### src/rtl/lcd_led_scan_pkg.sv
/*
 * Constants, register map and field layout for the display scan timing block.
 * Assumes a 32-bit APB master, one register per aligned word, byte address = index * 4.
 */
// Contract
// - Mode register top bit picks dot-matrix scanning when set, row-column when clear.
// - Clock field: 1x picks 1MHz RC, 01 crystal, 00 slow 32kHz RC.
// - Charge window field gives 1/8, 1/16, 1/32, 1/64 of a common slot.
// - Bias network bit picks low-value network when clear, high-value when set; driven out.
// - Bias mode: 00 slow only, 01 fast only, 1x automatic fast/slow switching.
// - Row-column slot lasts (width+1)*16us; same value is dot-matrix first on-time.
// - Dot-matrix group scan time is the larger of both on-times.
// - LCD slot lasts (width+1)*64us; top two width bits ignored.
// - LCD width applies only on 1MHz RC; other clocks keep frames at 64Hz or faster.
// - Dot-matrix second on-time is (value+1)*16us.
// - In 4x4 mode the invert bit makes a selected common drive high, else low.
// - 4x4 mode: lines 0-3 are common selects, lines 4-7 segment selects.
// - Contrast enable bit turns the contrast regulator on or off; driven out.
// - Four-bit contrast level passes to the regulator, higher code higher voltage.
// - Display type bit clear enables LCD driver, set enables LED driver.
// - Scan run bit starts scanning when set, stops it when cleared.
// - Repeat bit set scans continuously, clear stops after each frame.
// - Scan flags clear on a zero write or on any scan run register write.
package lcd_led_scan_pkg;

    localparam int         ADDR_W        = 12;
    // Printed indexes; byte address is four times the index
    localparam logic [7:0] MODE_IDX      = 8'hB2;
    localparam logic [7:0] WIDTH_IDX     = 8'hB3;
    localparam logic [7:0] SECOND_IDX    = 8'hB4;
    localparam logic [7:0] CON1_IDX      = 8'hB9;
    localparam logic [7:0] FLAGS_IDX     = 8'hAE;
    localparam logic [7:0] RUN_IDX       = 8'hAF;
    localparam logic [7:0] CTRL_IDX      = 8'hB1;

    // Display mode register fields
    localparam int MODE_DOT_BIT   = 7;
    localparam int MODE_SRC_LSB   = 5;
    localparam int MODE_RSEL_BIT  = 4;
    localparam int MODE_FC_LSB    = 2;
    localparam int MODE_RMOD_LSB  = 0;
    // Contrast / matrix register fields
    localparam int CON1_INV_BIT   = 6;
    localparam int CON1_MAT_BIT   = 5;
    localparam int CON1_PWR_BIT   = 4;
    localparam int CON1_VOL_LSB   = 0;
    // Control register fields
    localparam int CTRL_TYPE_BIT  = 2;
    localparam int CTRL_REP_BIT   = 1;
    // Flag register fields
    localparam int FLAG_LED_BIT   = 0;
    localparam int FLAG_LCD_BIT   = 1;

    localparam logic [7:0] RESET_VAL = 8'h00;

    // Clock source codes and sampled clock lanes
    localparam logic [1:0] SRC_SLOW  = 2'b00;
    localparam logic [1:0] SRC_XTAL  = 2'b01;
    localparam int LANE_ONE_MHZ_RC = 0;
    localparam int LANE_XTAL = 1;
    localparam int LANE_SLOW = 2;

    // Bias drive modes
    localparam logic [1:0] RMOD_SLOW = 2'b00;
    localparam logic [1:0] RMOD_FAST = 2'b01;

    // Timing, counted in display clock edges
    localparam int ONE_MHZ_RC_PERIOD_NS  = 1000;
    localparam int LED_UNIT_NS     = 16000;
    localparam int LCD_UNIT_NS     = 64000;
    localparam int LED_UNIT_EDGES  = LED_UNIT_NS / ONE_MHZ_RC_PERIOD_NS;
    localparam int LCD_UNIT_EDGES  = LCD_UNIT_NS / ONE_MHZ_RC_PERIOD_NS;
    localparam int SLOW_CLK_HZ     = 32768;
    localparam int FRAME_MIN_HZ    = 64;
    localparam int CHARGE_BASE_SH  = 3;

endpackage

### src/rtl/edge_sync.sv
/*
 * Two-flop synchroniser with rising edge detect for a group of slow clocks.
 * Assumes inputs are far slower than sys_clk so no edge is missed.
 */
`timescale 1ns/1ps
module edge_sync #(
    parameter int W = 3
) (
    input  wire logic         sys_clk,  // System clock
    input  wire logic         reset,    // Synchronous reset, active high
    input  wire logic [W-1:0] async_in, // Asynchronous levels
    output logic      [W-1:0] rise      // One-cycle pulse per rising edge
);
    typedef struct packed {
        logic [W-1:0] meta;
        logic [W-1:0] sync;
        logic [W-1:0] prev;
    } sync_s;

    sync_s s_q;
    sync_s s_d;

    // First stage feeds only the second stage
    always_comb begin
        s_d      = s_q;
        s_d.meta = async_in;
        s_d.sync = s_q.meta;
        s_d.prev = s_q.sync;
    end

    always_ff @(posedge sys_clk) begin
        if (reset) begin
            s_q <= '0;
        end else begin
            s_q <= s_d;
        end
    end

    // Edge seen on synchronised copy only
    assign rise = s_q.sync & ~s_q.prev;
endmodule

### src/rtl/lcd_led_scan_timing.sv
/*
 * Scan timing, mode control and APB register file for a segment LCD / LED matrix driver.
 * Assumes a zero-wait APB master on sys_clk and free-running display clocks on pins.
 */
`timescale 1ns/1ps
module lcd_led_scan_timing
    import lcd_led_scan_pkg::*;
#(
    parameter int NUM_COMS = 8
) (
    input  wire logic              sys_clk,               // 250 MHz system clock
    input  wire logic              reset,                 // Synchronous reset, active high
    input  wire logic              psel,                  // APB select
    input  wire logic              penable,               // APB access phase
    input  wire logic              pwrite,                // APB write
    input  wire logic [ADDR_W-1:0] paddr,                 // APB byte address
    input  wire logic [31:0]       pwdata,                // APB write data
    output logic      [31:0]       prdata,                // APB read data
    output logic                   pready,                // APB ready
    output logic                   pslverr,               // APB error, unmapped address
    input  wire logic              one_mhz_rc,            // 1MHz RC clock pin
    input  wire logic              xtal_clk,              // Crystal clock pin
    input  wire logic              slow_internal_rc,      // 32kHz RC clock pin
    input  wire logic [3:0]        seg_pattern,           // 4x4 segment data
    output logic      [7:0]        common_sel,            // One-hot active common
    output logic      [7:0]        led_line,              // LED line drive
    output logic                   scanning,              // Scan active
    output logic                   lcd_drive_en,          // LCD driver enabled
    output logic                   led_drive_en,          // LED driver enabled
    output logic                   dot_matrix_mode,       // Serial dot-matrix style
    output logic      [1:0]        glass_clock_source,    // Selected LCD clock code
    output logic                   charge_active,         // Inside charge window
    output logic                   bias_fast_en,          // Fast bias network on
    output logic                   bias_slow_en,          // Slow bias network on
    output logic                   bias_network_sel,      // High-value slow network
    output logic                   contrast_regulator_on, // Contrast regulator enable
    output logic      [3:0]        contrast_level,        // Contrast code
    output logic                   glass_irq_flag,        // LCD frame flag
    output logic                   led_irq_flag           // LED frame flag
);
    localparam int FIXED_SLOT_EDGES = SLOW_CLK_HZ / (FRAME_MIN_HZ * NUM_COMS);

    localparam logic [ADDR_W-1:0] MODE_ADDR   = ADDR_W'(MODE_IDX * 4);
    localparam logic [ADDR_W-1:0] WIDTH_ADDR  = ADDR_W'(WIDTH_IDX * 4);
    localparam logic [ADDR_W-1:0] SECOND_ADDR = ADDR_W'(SECOND_IDX * 4);
    localparam logic [ADDR_W-1:0] CON1_ADDR   = ADDR_W'(CON1_IDX * 4);
    localparam logic [ADDR_W-1:0] FLAGS_ADDR  = ADDR_W'(FLAGS_IDX * 4);
    localparam logic [ADDR_W-1:0] RUN_ADDR    = ADDR_W'(RUN_IDX * 4);
    localparam logic [ADDR_W-1:0] CTRL_ADDR   = ADDR_W'(CTRL_IDX * 4);
    localparam logic [2:0]        LAST_COM    = 3'(NUM_COMS - 1);

    typedef struct packed {
        logic [7:0]  mode;
        logic [7:0]  width;
        logic [7:0]  second;
        logic [6:0]  con1;
        logic [2:0]  ctrl;
        logic        run;
        logic [1:0]  flags;
        logic        halted;
        logic [2:0]  com;
        logic [15:0] elapsed;
        logic [7:0]  common;
        logic [7:0]  line;
        logic        charge;
        logic        fast;
        logic        slow;
    } state_s;

    state_s      s_q;
    state_s      s_d;
    logic [2:0]  rise;
    logic        wr_en;
    logic        active;
    logic        is_lcd;
    logic        base_edge;
    logic        slot_end;
    logic        frame_end;
    logic        restart;
    logic        charge_now;
    logic [15:0] slot_len;
    logic [7:0]  onehot;

    // Larger of two on-time values
    function automatic logic [7:0] max8(input logic [7:0] a, input logic [7:0] b);
        return (a > b) ? a : b;
    endfunction

    // Slot length in display clock edges for the current mode
    function automatic logic [15:0] slot_edges(input logic lcd, input logic dot,
                                               input logic [1:0] src, input logic [7:0] w,
                                               input logic [7:0] sec);
        logic [15:0] n;
        n = 16'h0000;
        if (lcd) begin
            if (src[1]) begin
                n = 16'({10'h000, w[5:0]} + 16'h0001) * 16'(LCD_UNIT_EDGES);
            end else begin
                n = 16'(FIXED_SLOT_EDGES);
            end
        end else if (dot) begin
            n = 16'({8'h00, max8(w, sec)} + 16'h0001) * 16'(LED_UNIT_EDGES);
        end else begin
            n = 16'({8'h00, w} + 16'h0001) * 16'(LED_UNIT_EDGES);
        end
        return n;
    endfunction

    edge_sync #(
        .W (3)
    ) u_clk_sync (
        .sys_clk  (sys_clk),
        .reset    (reset),
        .async_in ({slow_internal_rc, xtal_clk, one_mhz_rc}),
        .rise     (rise)
    );

    // APB decode; zero wait states, so a request ends in its first access cycle
    assign pready = 1'b1;
    assign wr_en  = psel && penable && pwrite;
    always_comb begin
        prdata  = 32'h0000_0000;
        pslverr = 1'b0;
        unique case (paddr)
            MODE_ADDR:   prdata = {24'h000000, s_q.mode};
            WIDTH_ADDR:  prdata = {24'h000000, s_q.width};
            SECOND_ADDR: prdata = {24'h000000, s_q.second};
            CON1_ADDR:   prdata = {25'h0000000, s_q.con1};
            FLAGS_ADDR:  prdata = {30'h00000000, s_q.flags};
            RUN_ADDR:    prdata = {31'h00000000, s_q.run};
            CTRL_ADDR:   prdata = {29'h00000000, s_q.ctrl};
            default:     pslverr = psel && penable;
        endcase
    end

    // Scan timing terms
    assign active    = s_q.run && !s_q.halted;
    assign restart   = wr_en && (paddr == RUN_ADDR);
    assign is_lcd    = !s_q.ctrl[CTRL_TYPE_BIT];
    assign slot_len  = slot_edges(is_lcd, s_q.mode[MODE_DOT_BIT],
                                  s_q.mode[MODE_SRC_LSB +: 2], s_q.width, s_q.second);
    always_comb begin
        base_edge = rise[LANE_ONE_MHZ_RC];
        if (is_lcd) begin
            if (s_q.mode[MODE_SRC_LSB + 1]) begin
                base_edge = rise[LANE_ONE_MHZ_RC];
            end else if (s_q.mode[MODE_SRC_LSB +: 2] == SRC_XTAL) begin
                base_edge = rise[LANE_XTAL];
            end else begin
                base_edge = rise[LANE_SLOW];
            end
        end
    end
    // >= guards against a slot shortened by software mid-count
    assign slot_end   = active && base_edge && !restart
        && ((s_q.elapsed + 16'h0001) >= slot_len);
    assign frame_end  = slot_end && (s_q.com == LAST_COM);
    assign charge_now = active
        && (s_q.elapsed < (slot_len >> (CHARGE_BASE_SH + s_q.mode[MODE_FC_LSB +: 2])));
    assign onehot     = 8'h01 << s_q.com;

    // Next state: registers, scan counters and registered pin drive
    always_comb begin
        s_d = s_q;
        if (wr_en) begin
            unique case (paddr)
                MODE_ADDR:   s_d.mode   = pwdata[7:0];
                WIDTH_ADDR:  s_d.width  = pwdata[7:0];
                SECOND_ADDR: s_d.second = pwdata[7:0];
                CON1_ADDR:   s_d.con1   = pwdata[6:0];
                CTRL_ADDR:   s_d.ctrl   = pwdata[2:0];
                FLAGS_ADDR:  s_d.flags  = s_q.flags & pwdata[1:0];
                RUN_ADDR: begin
                    s_d.run    = pwdata[0];
                    s_d.flags  = 2'b00;
                    s_d.halted = 1'b0;
                    s_d.com    = 3'h0;
                end
                default: ;
            endcase
        end
        // Counters restart when scanning is off or a run write restarts it
        if (!active || restart) begin
            s_d.elapsed = 16'h0000;
            s_d.com     = 3'h0;
        end else if (slot_end) begin
            s_d.elapsed = 16'h0000;
            s_d.com     = (s_q.com == LAST_COM) ? 3'h0 : s_q.com + 3'h1;
        end else if (base_edge) begin
            s_d.elapsed = s_q.elapsed + 16'h0001;
        end
        // Frame flags: set wins over a zero-write clear in the same cycle; a run write blocks the frame end
        if (frame_end) begin
            if (is_lcd) begin
                s_d.flags[FLAG_LCD_BIT] = 1'b1;
            end else begin
                s_d.flags[FLAG_LED_BIT] = 1'b1;
            end
            if (!s_q.ctrl[CTRL_REP_BIT]) begin
                s_d.halted = 1'b1;
            end
        end
        // Pin drive, one cycle behind the counters
        s_d.common = active ? onehot : 8'h00;
        if (s_q.con1[CON1_MAT_BIT]) begin
            s_d.line[3:0] = (active ? onehot[3:0] ^ onehot[7:4] : 4'h0)
                ^ {4{!s_q.con1[CON1_INV_BIT]}};
            s_d.line[7:4] = active ? seg_pattern : 4'h0;
        end else begin
            s_d.line = (active && !is_lcd) ? onehot : 8'h00;
        end
        s_d.charge = charge_now;
        unique case (s_q.mode[MODE_RMOD_LSB +: 2])
            RMOD_SLOW: begin
                s_d.fast = 1'b0;
                s_d.slow = 1'b1;
            end
            RMOD_FAST: begin
                s_d.fast = 1'b1;
                s_d.slow = 1'b0;
            end
            default: begin
                s_d.fast = charge_now;
                s_d.slow = !charge_now;
            end
        endcase
    end

    always_ff @(posedge sys_clk) begin
        if (reset) begin
            s_q <= '0;
        end else begin
            s_q <= s_d;
        end
    end

    // Register-fed outputs
    assign common_sel            = s_q.common;
    assign led_line              = s_q.line;
    assign scanning              = active;
    assign lcd_drive_en          = active && is_lcd;
    assign led_drive_en          = active && !is_lcd;
    assign dot_matrix_mode       = s_q.mode[MODE_DOT_BIT];
    assign glass_clock_source    = s_q.mode[MODE_SRC_LSB +: 2];
    assign charge_active         = s_q.charge;
    assign bias_fast_en          = s_q.fast;
    assign bias_slow_en          = s_q.slow;
    assign bias_network_sel      = s_q.mode[MODE_RSEL_BIT];
    assign contrast_regulator_on = s_q.con1[CON1_PWR_BIT];
    assign contrast_level        = s_q.con1[CON1_VOL_LSB +: 4];
    assign glass_irq_flag        = s_q.flags[FLAG_LCD_BIT];
    assign led_irq_flag          = s_q.flags[FLAG_LED_BIT];
endmodule

### config.mk
export PLATFORM = sky130hd
export DESIGN_NAME = lcd_led_scan_timing
export DESIGN_NICKNAME = d
export VERILOG_FILES = /design/src/rtl/lcd_led_scan_pkg.sv /design/src/rtl/edge_sync.sv /design/src/rtl/lcd_led_scan_timing.sv
export SDC_FILE = /design/constraint.sdc
export NUM_CORES = 1
export LEC_CHECK = 0
export ABC_AREA = 1
export BUFFER_PORTS_ARGS = -buffer_cell sky130_fd_sc_hd__buf_2
export CAP_MARGIN = 20
export CORE_AREA = 8 8 126 128
export DETAILED_ROUTE_END_ITERATION = 10
export DIE_AREA = 0 0 134 136
export MAX_ROUTING_LAYER = met4
export SKIP_CTS_REPAIR_TIMING = 1
export SYNTH_ARGS = -nofsm -noshare
export SYNTH_HDL_FRONTEND = slang
export SYNTH_SLANG_ARGS = --single-unit
export TNS_END_PERCENT = 20
### constraint.sdc
create_clock -name sys_clk -period 7 [get_ports sys_clk]
set_clock_uncertainty 0.15 [all_clocks]
set_input_delay 1.05 -clock sys_clk [delete_from_list [all_inputs] [get_ports sys_clk]]
set_output_delay 1.05 -clock sys_clk [all_outputs]
set_load 0.1 [all_outputs]
**Word-level counts from Yosys, hierarchy flattened**

Index checks and enable logic that the tools add are counted.

- Add/sub/neg operators: 6
- Order comparisons: 3
- Equal/unequal tests: 10
- Shifts and indexed selects: 2
- Multiplexer cells: 23
- Bitwise logic cells: 6
- Reduce and logical (&&, ||, !) cells: 32

Operator list:

| kind | count |
|---|---|
| equality test 12 x 10 -> 1 bit, second input constant | 7 |
| one-hot mux 8 bit (7 select lines) | 1 |
| 2-to-1 mux 13 bit | 3 |
| 2-to-1 mux 8 bit | 3 |
| adder 8 x 1 -> 9 bit, second input constant | 2 |
| adder 16 x 1 -> 16 bit, second input constant | 1 |
| greater-or-equal comparator 16 bit | 1 |
| < comparator 16 bit | 1 |
| >> shifter 16 x 3 -> 16 bit | 1 |
| AND reduction 2 bit | 7 |
| 2-to-1 mux 4 bit | 3 |
| logical AND 1 bit | 11 |
| 2-to-1 mux 3 bit | 3 |
| > comparator 8 bit | 1 |
| one-hot mux 2 bit (2 select lines) | 2 |
| left shift 1 x 3 -> 8 bit, first input constant | 1 |
| bitwise XOR 4 bit | 2 |
| adder 6 x 1 -> 7 bit, second input constant | 1 |
| 2-to-1 mux 1 bit | 7 |
| OR reduction 7 bit | 1 |
| logical NOT 1 bit | 6 |
| 2-to-1 mux 6 bit | 1 |
| equality test 2 x 1 -> 1 bit, second input constant | 2 |
| nonzero test 2 bit | 2 |
| other kinds (11) | 12 |

- Bits in registers: 85
- Input bits: 56
- Output and inout bits: 67
- Logic and storage cells: 100

**Logic depth before layout (Yosys ltp)**

Gate-level depths: netlist of the first run.

- Depth in word-level cells: 10
- Mapped depth: 36
- Depth with buffers taken out: 36

**Cells and area by module**

From an unflattened synthesis of the first run, not the netlist that was laid out.

- Cells, all modules: 765
- Area total of the unflattened synthesis: 5,363.9 µm²

Modules (own cells, without submodules):

| module | instances | cells an instance | area an instance (µm²) | seq. area each (µm²) |
|---|---|---|---|---|
| lcd_led_scan_timing | 1 | 734 | 5,093.6 | 1,521.5 |
| edge_sync | 1 | 31 | 270.3 | 180.2 |

**Worst setup path after synthesis of the first run**

OpenSTA, ideal clock, no wires.

- Path type: input-to-output
- Start point: input paddr[8]
- End point: output prdata[6]
- Arrival time: 4,073 ps
- Required time: 5,800 ps
- Setup slack: 1,727 ps
- Cell stages on the path: 5
- Buffers on the path: 0
- Cells stage by stage: nor4_2 inv_1 nor4_1 nand2_1 o21ai_0

- Word-level cells in the longest chain between the ends: 2
- Elaborated cells between the ends (all ways): 8
- Classes of those cells: 7 x eq/ne; 1 x mux

Ends and longest elaborated chain:

| what | RTL line | text |
|---|---|---|
| start: declaration | lcd_led_scan_timing.sv:16 | `input wire logic [ADDR_W-1:0] paddr,` |
| equality test 12 x 10 -> 1 bit | lcd_led_scan_timing.sv:124 | `unique case (paddr)` |
| one-hot mux 8 bit (7 select lines) * | lcd_led_scan_timing.sv:124 |  |
| end: declaration | lcd_led_scan_timing.sv:18 | `output logic [31:0] prdata,` |

Mark *: on every way between the ends. The rest lies on a longest branch, timed or not.

**Final worst setup path of the first run**

- Start point: input paddr[8]
- End point: output prdata[5]

The elaborated chain is that of the path after synthesis.

==> results_dict.tcl, run 1 <==
set metrics [dict create \
    num-nets-final 913 \
    avgSynthCellArea_sq_um 7.02 \
    floorplan.rows 44 \
    area_growth_pct 10.0 \
    initial_core_util_pct 38.9 \
    first_global_vias 4559 \
    outcome "completed" \
    timing.final.hold_violations 0 \
    finalCriticalPeriod_ps 4520 \
    hold_class "flip-flop to flip-flop" \
    grt_max_degree 32 \
    setup.worst_path.start_class "input pin" \
    grt_antenna_before_repair 0 \
    setup_total_negative_slack_ps 0 \
    finalCritPeriodShare_pct 64.6 \
    placeableCoreArea_sq_um 14000 \
    vdd_drop_max_v 0.000121 \
    reg2regPathDepth 30 \
    seq_area_frac_synth_pct 31.2 \
    rsz0062_at_grt "no" \
    max-cap-violations 0 \
    cts_tree "done" \
    ys_warn_count 0 \
    instance_count_along_the_most_critical_hold_path 2 \
    number_of_antenna_violating_nets_in_the_routed_design 0 \
    synthAdderAreaFrac_pct 8.25 \
    layout.filler_cells 1515 \
    synth-compound-area-share_pct 17.6 \
    synthesis.area_sq_um 5460 \
    routabilityCongestion 0.913 \
    timing.critical_path.arrival_ps 3320 \
    drc 0 \
    average_via_count_per_standard_cell 4.88 \
    multiplexer_share_of_the_synthesized_area_pct 0 \
    cpLargestDelayFamily "buffers and inverters" \
    post_drt_wl_per_cell_microns 14.0 \
    timing.hold.ws_ps 252 \
    crit_path_top_delay_cell "sky130_fd_sc_hd__buf_2" \
    diode_count 0 \
    worst-endpoint-required_ps 5800 \
    tightestPinTransition_ps 805 \
    max-clock-path-buffers 2 \
    drt_iter0_markers 333 \
    floorplan_die_area_sq_um 18200 \
    crit_path_cell_trace "buf_2, nor4_2, inv_1, nor2_1, inv_1, nor3_1, inv_1, o22ai_1, a221o_1, buf_2" \
    synth_area_in_simple_gates_pct 24.7 \
    grt_use_total_pct 15.8 \
    vias 4922 \
    post-dp-hpwl_mm 10.9 \
    layout.cells.most_common "sky130_fd_sc_hd__nand2_1" \
    port-buffer-count 73 \
    ys_async_sr_fraction_pct 0 \
    critical_path_peak_fanout 7 \
    postLayoutCoreUtil_pct 42.8 \
    cp_slowest_stage_delay_ps 440 \
    post_layout_inst_area_sq_um 6010 \
    grt_first_pass_wirelength_mm 22.6 \
    path_depth 10 \
    chipHeight_microns 136 \
    die_width_microns 134 \
    synth_register_bits 85 \
    criticalPathCategory "input pin to output pin" \
    synth_top_family_by_area "simple AND/OR/NAND/NOR gates" \
    slew_headroom_pct 45.9 \
    drv_slew 0 \
    ioPinCount 123 \
    root_buffer_cell "sky130_fd_sc_hd__clkbuf_16" \
    crit_buf_inv 5 \
    layout_common_cells "117 x sky130_fd_sc_hd__nand2_1, 110 x sky130_fd_sc_hd__inv_1, 87 x sky130_fd_sc_hd__nor2_1" \
    maxClockFrequency_ghz 0.221 \
    detail_route.first_pass.iterations 5 \
    synthCells 778 \
    clock_tree.htree_level_count 3 \
    clkSlewWorstSetupHoldPaths_ps 60 \
    tritoncts_buffer_count 9 \
    clock-sinks 85 \
    end_kind "output pin" \
    setup_violations 0 \
    synth_flop_cell "sky130_fd_sc_hd__dfxtp_1" \
    cell_area_reported_after_detailed_placement_sq_um 5710 \
    crit_path_frequent_cell "sky130_fd_sc_hd__inv_1" \
    ys_types 50 \
    clock_latency_on_the_worst_skew_pair_ps 340 \
    powerDensity_nw_per_um2 178 \
    post_route_cells_drive_above_1_share_pct 15.2 \
    synth-edff-count 0 \
    p_leak_nw 2.70 \
    finalWirelength_mm 14.1 \
    grt-ovfl-total 0 \
    post_synthesis_xor_xnor_area_fraction_pct 2.09 \
]
area by class of cell:
type / count / area [sq um] / share of cell area [%]
Multi-Input combinational cell: 535 / 2970 / 49.5
Sequential cell: 85 / 1700 / 28.3
Inverter: 116 / 435 / 7.25
Timing Repair Buffer: 74 / 373 / 6.21
Tap cell: 184 / 230 / 3.83
Clock buffer: 9 / 225 / 3.75
Clock inverter: 6 / 70.1 / 1.17
synth_stat cells (2+ instances only):
master / count / area [sq um]
sky130_fd_sc_hd__nand2_1: 117 / 439
sky130_fd_sc_hd__inv_1: 110 / 413
sky130_fd_sc_hd__nor2_1: 87 / 327
sky130_fd_sc_hd__dfxtp_1: 85 / 1700
sky130_fd_sc_hd__o21ai_0: 68 / 340
sky130_fd_sc_hd__a21oi_1: 49 / 245
sky130_fd_sc_hd__buf_4: 47 / 353
sky130_fd_sc_hd__ha_1: 36 / 450
sky130_fd_sc_hd__nand3_1: 28 / 140
sky130_fd_sc_hd__nor3_1: 20 / 100
sky130_fd_sc_hd__clkbuf_1: 15 / 56.3
sky130_fd_sc_hd__nor2_2: 11 / 68.8
sky130_fd_sc_hd__xor2_1: 11 / 96.3
sky130_fd_sc_hd__nand4_1: 10 / 62.6
sky130_fd_sc_hd__a211oi_1: 9 / 67.6
sky130_fd_sc_hd__o22ai_1: 8 / 50.1
sky130_fd_sc_hd__a32oi_1: 4 / 35.0
sky130_fd_sc_hd__nand2_2: 4 / 25.0
sky130_fd_sc_hd__nor2_4: 4 / 45.0
sky130_fd_sc_hd__o21ai_1: 4 / 20.0
sky130_fd_sc_hd__a221o_1: 3 / 30.0
sky130_fd_sc_hd__a31oi_1: 3 / 18.8
sky130_fd_sc_hd__clkinv_1: 3 / 11.3
sky130_fd_sc_hd__inv_2: 3 / 11.3
sky130_fd_sc_hd__nand3_2: 3 / 30.0
sky130_fd_sc_hd__nor3_2: 3 / 30.0
sky130_fd_sc_hd__o221ai_1: 3 / 26.3
sky130_fd_sc_hd__a221oi_1: 2 / 17.5
sky130_fd_sc_hd__conb_1: 2 / 7.51
sky130_fd_sc_hd__nand2_4: 2 / 22.5
sky130_fd_sc_hd__o21a_1: 2 / 15.0
sky130_fd_sc_hd__o21ai_2: 2 / 17.5
sky130_fd_sc_hd__o31ai_1: 2 / 15.0
sky130_fd_sc_hd__xnor2_1: 2 / 17.5
worst paths after layout:
check / start / to / slack [ps]
setup / recovery: paddr[8] / prdata[5] / 2480
hold / removal: u_clk_sync.s_d[4]$_SDFF_PP0_ / u_clk_sync.s_d[1]$_SDFF_PP0_ / 250
setup reg to reg: s_q[57]$_SDFFE_PP0P_ / bias_slow_en$_SDFF_PP0_ / 2530
hold reg to reg: u_clk_sync.s_d[4]$_SDFF_PP0_ / u_clk_sync.s_d[1]$_SDFF_PP0_ / 250
per-stage QoR:
stage | total power [mW] | cells | worst slack [ps]
CTS | 1.08 | 1009 | 2470
floorplan | 0.588 | 801 | 1730
global route | 1.10 | 1009 | 1970
detailed placement | 0.595 | 994 | 2500
finish | 1.07 | 1009 | 2480
global placement | 0.595 | 994 | 2490
per-layer routing:
| metal | GRT usage, % | up-vias | part of all wire, % |
|---|---|---|---|
| li1 | - | 2566 | - |
| met1 | 21.3 | 2201 | 50 |
| met2 | 23.7 | 147 | 43 |
| met3 | 3.36 | 8 | 5.6 |
| met4 | 3.49 | 0 | 0.72 |
| met5 | - | - | 0 |
power breakdown:
group / internal (mW) / leakage (nW) / switching [mW] / total, mW
logic: 0.0122 / 1.88 / 0.0863 / 0.0985
clock network: 0.277 / 0.135 / 0.206 / 0.483
registers: 0.486 / 0.686 / 0.000661 / 0.487
total: 0.775 / 2.70 / 0.293 / 1.07
cells by family (layout without fill, tap and decap cells):
group / count (synthesis) / in the layout
simple gates: 295 / 295
buf+inv: 181 / 205
compound gates: 166 / 166
flops: 85 / 85
fa+ha+maj: 36 / 36
xor+xnor: 13 / 13
other cells: 2 / 25
flip-flops by register name, summed over array words and instances, names as in the netlist:
register and cells:
bias_fast_en 1, bias_network_sel 1, bias_slow_en 1, charge_active 1, common_sel 8, contrast_level 4, contrast_regulator_on 1, dot_matrix_mode 1
glass_clock_source 2, glass_irq_flag 1, led_irq_flag 1, led_line 8, s_q 46, u_clk_sync.s_d 6, u_clk_sync.s_q 3
worst register-to-register path: cells and delay by family, from the launching register on:
| family | cells | cell delay, ps |
|---|---|---|
| and+or+nand+nor | 18 | 1790 |
| AOI/OAI and AO/OA | 6 | 990 |
| adders and majority gates | 3 | 760 |
| DFF | 1 | 370 |
| buffers and inverters | 3 | 270 |
(Power assumes the default switching activity.)
==> inputs of run 2 (changes only) <==
==> constraint.sdc (replaced) <==
create_clock -name sys_clk -period 4.7 [get_ports sys_clk]
set_clock_uncertainty 0.15 [all_clocks]
set_input_delay 0.705 -clock sys_clk [delete_from_list [all_inputs] [get_ports sys_clk]]
set_output_delay 0.705 -clock sys_clk [all_outputs]
set_load 0.1 [all_outputs]
==> run 2 against run 1 <==
  * Clock power up 62%
  * Via count down 1.9%
  * Setup slack worse by 2000 ps
  * Sequential share of layout area down 0.29 points
  * First-iteration DRC count down 21%
  * Register-to-register slack worse by 2000 ps
  * Die area unchanged
  * Sequential cell count unchanged
  * Non-clock buffer count up 3
  * Cell count up 0.40%
  * Global-route usage up 0.29 points
  * Total power up 55%
  * Critical endpoint is now bias_slow_en$_SDFF_PP0_
  * Largest cell class unchanged
  * Largest power group is now the clock network
==> results_dict.tcl, run 2 (synthesis gave the netlist of run 1 again) <==
set metrics [dict create \
    hold_class "flip-flop to flip-flop" \
    max-clock-path-buffers 2 \
    number_of_antenna_violating_nets_in_the_routed_design 0 \
    tightestPinTransition_ps 776 \
    layout_common_cells "116 x sky130_fd_sc_hd__nand2_1, 110 x sky130_fd_sc_hd__inv_1, 84 x sky130_fd_sc_hd__nor2_1, 84 x sky130_fd_sc_hd__dfxtp_1, 73 x sky130_fd_sc_hd__buf_2" \
    cell_internal_pwr_mw 1.22 \
    clock_share_of_power_pct 47.3 \
    critical_path_peak_fanout 16 \
    drv_slew 0 \
    crit_path_frequent_cell "sky130_fd_sc_hd__nand2_1" \
    part_of_the_power_in_combinational_logic_pct 8.8 \
    initial_core_util_pct 38.9 \
    cp-startpoint "s_q[54]$_SDFFE_PP0P_" \
    timing.critical_path.arrival_ps 4240 \
    detail_route.first_pass.iterations 5 \
    layout.cells.most_common "sky130_fd_sc_hd__nand2_1" \
    cp_slowest_stage_delay_ps 370 \
    power.share.switching_pct 26.1 \
    num-nets-final 916 \
    post_layout_inst_area_sq_um 6070 \
    post-dp-hpwl_mm 10.8 \
    post_route_cells_drive_above_1_share_pct 16.0 \
    rsz0062_at_grt "no" \
    area_growth_pct 11.3 \
    dp_slack_ps 297 \
    die_width_microns 134 \
    postLayoutSetupSlackWorst_ps 515 \
    finalCritPeriodShare_pct 89.0 \
    vdd_drop_max_v 0.000142 \
    tritoncts_buffer_count 9 \
    clock_latency_on_the_worst_skew_pair_ps 350 \
    floorplan_die_area_sq_um 18200 \
    grt_max_degree 32 \
    max-cap-violations 0 \
    clock_tree.htree_level_count 3 \
    power_switching_uw 431 \
    cts_tree "done" \
    clock-sinks 85 \
    outcome "completed" \
    root_buffer_cell "sky130_fd_sc_hd__clkbuf_16" \
    end_kind "flip-flop" \
    routabilityCongestion 0.932 \
    worst_r2r_startpoint "s_q[54]$_SDFFE_PP0P_" \
    setup_total_negative_slack_ps 0 \
    post_drt_wl_per_cell_microns 13.9 \
    powerDensity_nw_per_um2 272 \
    holdCritStartpoint "u_clk_sync.s_d[5]$_SDFF_PP0_" \
    maxClockFrequency_ghz 0.239 \
    vias 4830 \
    worst-endpoint-required_ps 4760 \
    floorplan.rows 44 \
    port-buffer-count 73 \
    registers.top_by_ff_count "s_q" \
    drc 0 \
    criticalPathCategory "flip-flop to flip-flop" \
    finalWirelength_mm 14.1 \
    grt-ovfl-total 0 \
    average_via_count_per_standard_cell 4.77 \
    slew_headroom_pct 47.8 \
    seqPwrFrac_pct 43.8 \
    placeableCoreArea_sq_um 14000 \
    drt_iter0_markers 264 \
    grt_use_total_pct 16.1 \
    crit_path_top_delay_cell "sky130_fd_sc_hd__dfxtp_1" \
    diode_count 0 \
    setup.worst_path.start_class "flip-flop" \
    setup_violations 0 \
    p_leak_nw 2.74 \
    grt_first_pass_wirelength_mm 22.9 \
    largest_register_ffs 46 \
    grt_antenna_before_repair 0 \
    first_global_vias 4637 \
    ioPinCount 123 \
    finalCriticalPeriod_ps 4180 \
    chipHeight_microns 136 \
    cell_area_reported_after_detailed_placement_sq_um 5720 \
    clkSlewWorstSetupHoldPaths_ps 70 \
    timing.final.hold_violations 0 \
]
==> run 2: routing by layer <==
metal / track usage (%) / part of all wire (%)
met5: - / 0
met4: 6.18 / 2.1
met3: 3.66 / 5.4
met2: 23.5 / 43
met1: 21.1 / 50
==> run 2: area by class of cell <==
class	instances	area, sq um
flip-flops and latches	85	1700
clock buffers	11	243
clock inverters	5	81.3
fillers	1476	7970
inverters	116	435
well taps	184	230
multi-input cells	535	2990
repair buffers	77	395
==> run 2: critical path: cells and delay by family, from the launching register on <==
family | cells | cell delay [ps]
AO/OA/AOI/OAI | 6 | 900
adder cells (fa/ha/maj) | 3 | 720
buffers and inverters | 4 | 330
flip-flops | 1 | 370
AND/OR/NAND/NOR | 20 | 1560
==> run 2: worst paths after layout <==
path,endpoint,depth (start not counted),slack (ps)
worst min-delay path,u_clk_sync.s_d[2]$_SDFF_PP0_,2,250
worst max register to register,bias_slow_en$_SDFF_PP0_,33,520
worst max-delay path,bias_slow_en$_SDFF_PP0_,33,520
worst min register to register,u_clk_sync.s_d[2]$_SDFF_PP0_,2,250
==> run 2: per-stage QoR <==
stage	total power, mW	hold WS (ps)	cells	util [%]
floorplan	0.876	238	801	-
global placement	0.886	239	995	40.7
detailed placement	0.886	245	995	40.7
CTS	1.67	254	1011	43.0
global route	1.70	274	1013	43.3
finish	1.65	252	1013	43.3
==> run 2: power groups by stage <==
stage                     Clock, mW  Combinational (mW)  Sequential (mW)
after global placement            0               0.145            0.741
after global routing          0.824               0.154            0.725
after detailed placement          0               0.146            0.741
after CTS                     0.801               0.146            0.725
after floorplan                   0               0.132            0.744
final                         0.783               0.146            0.725
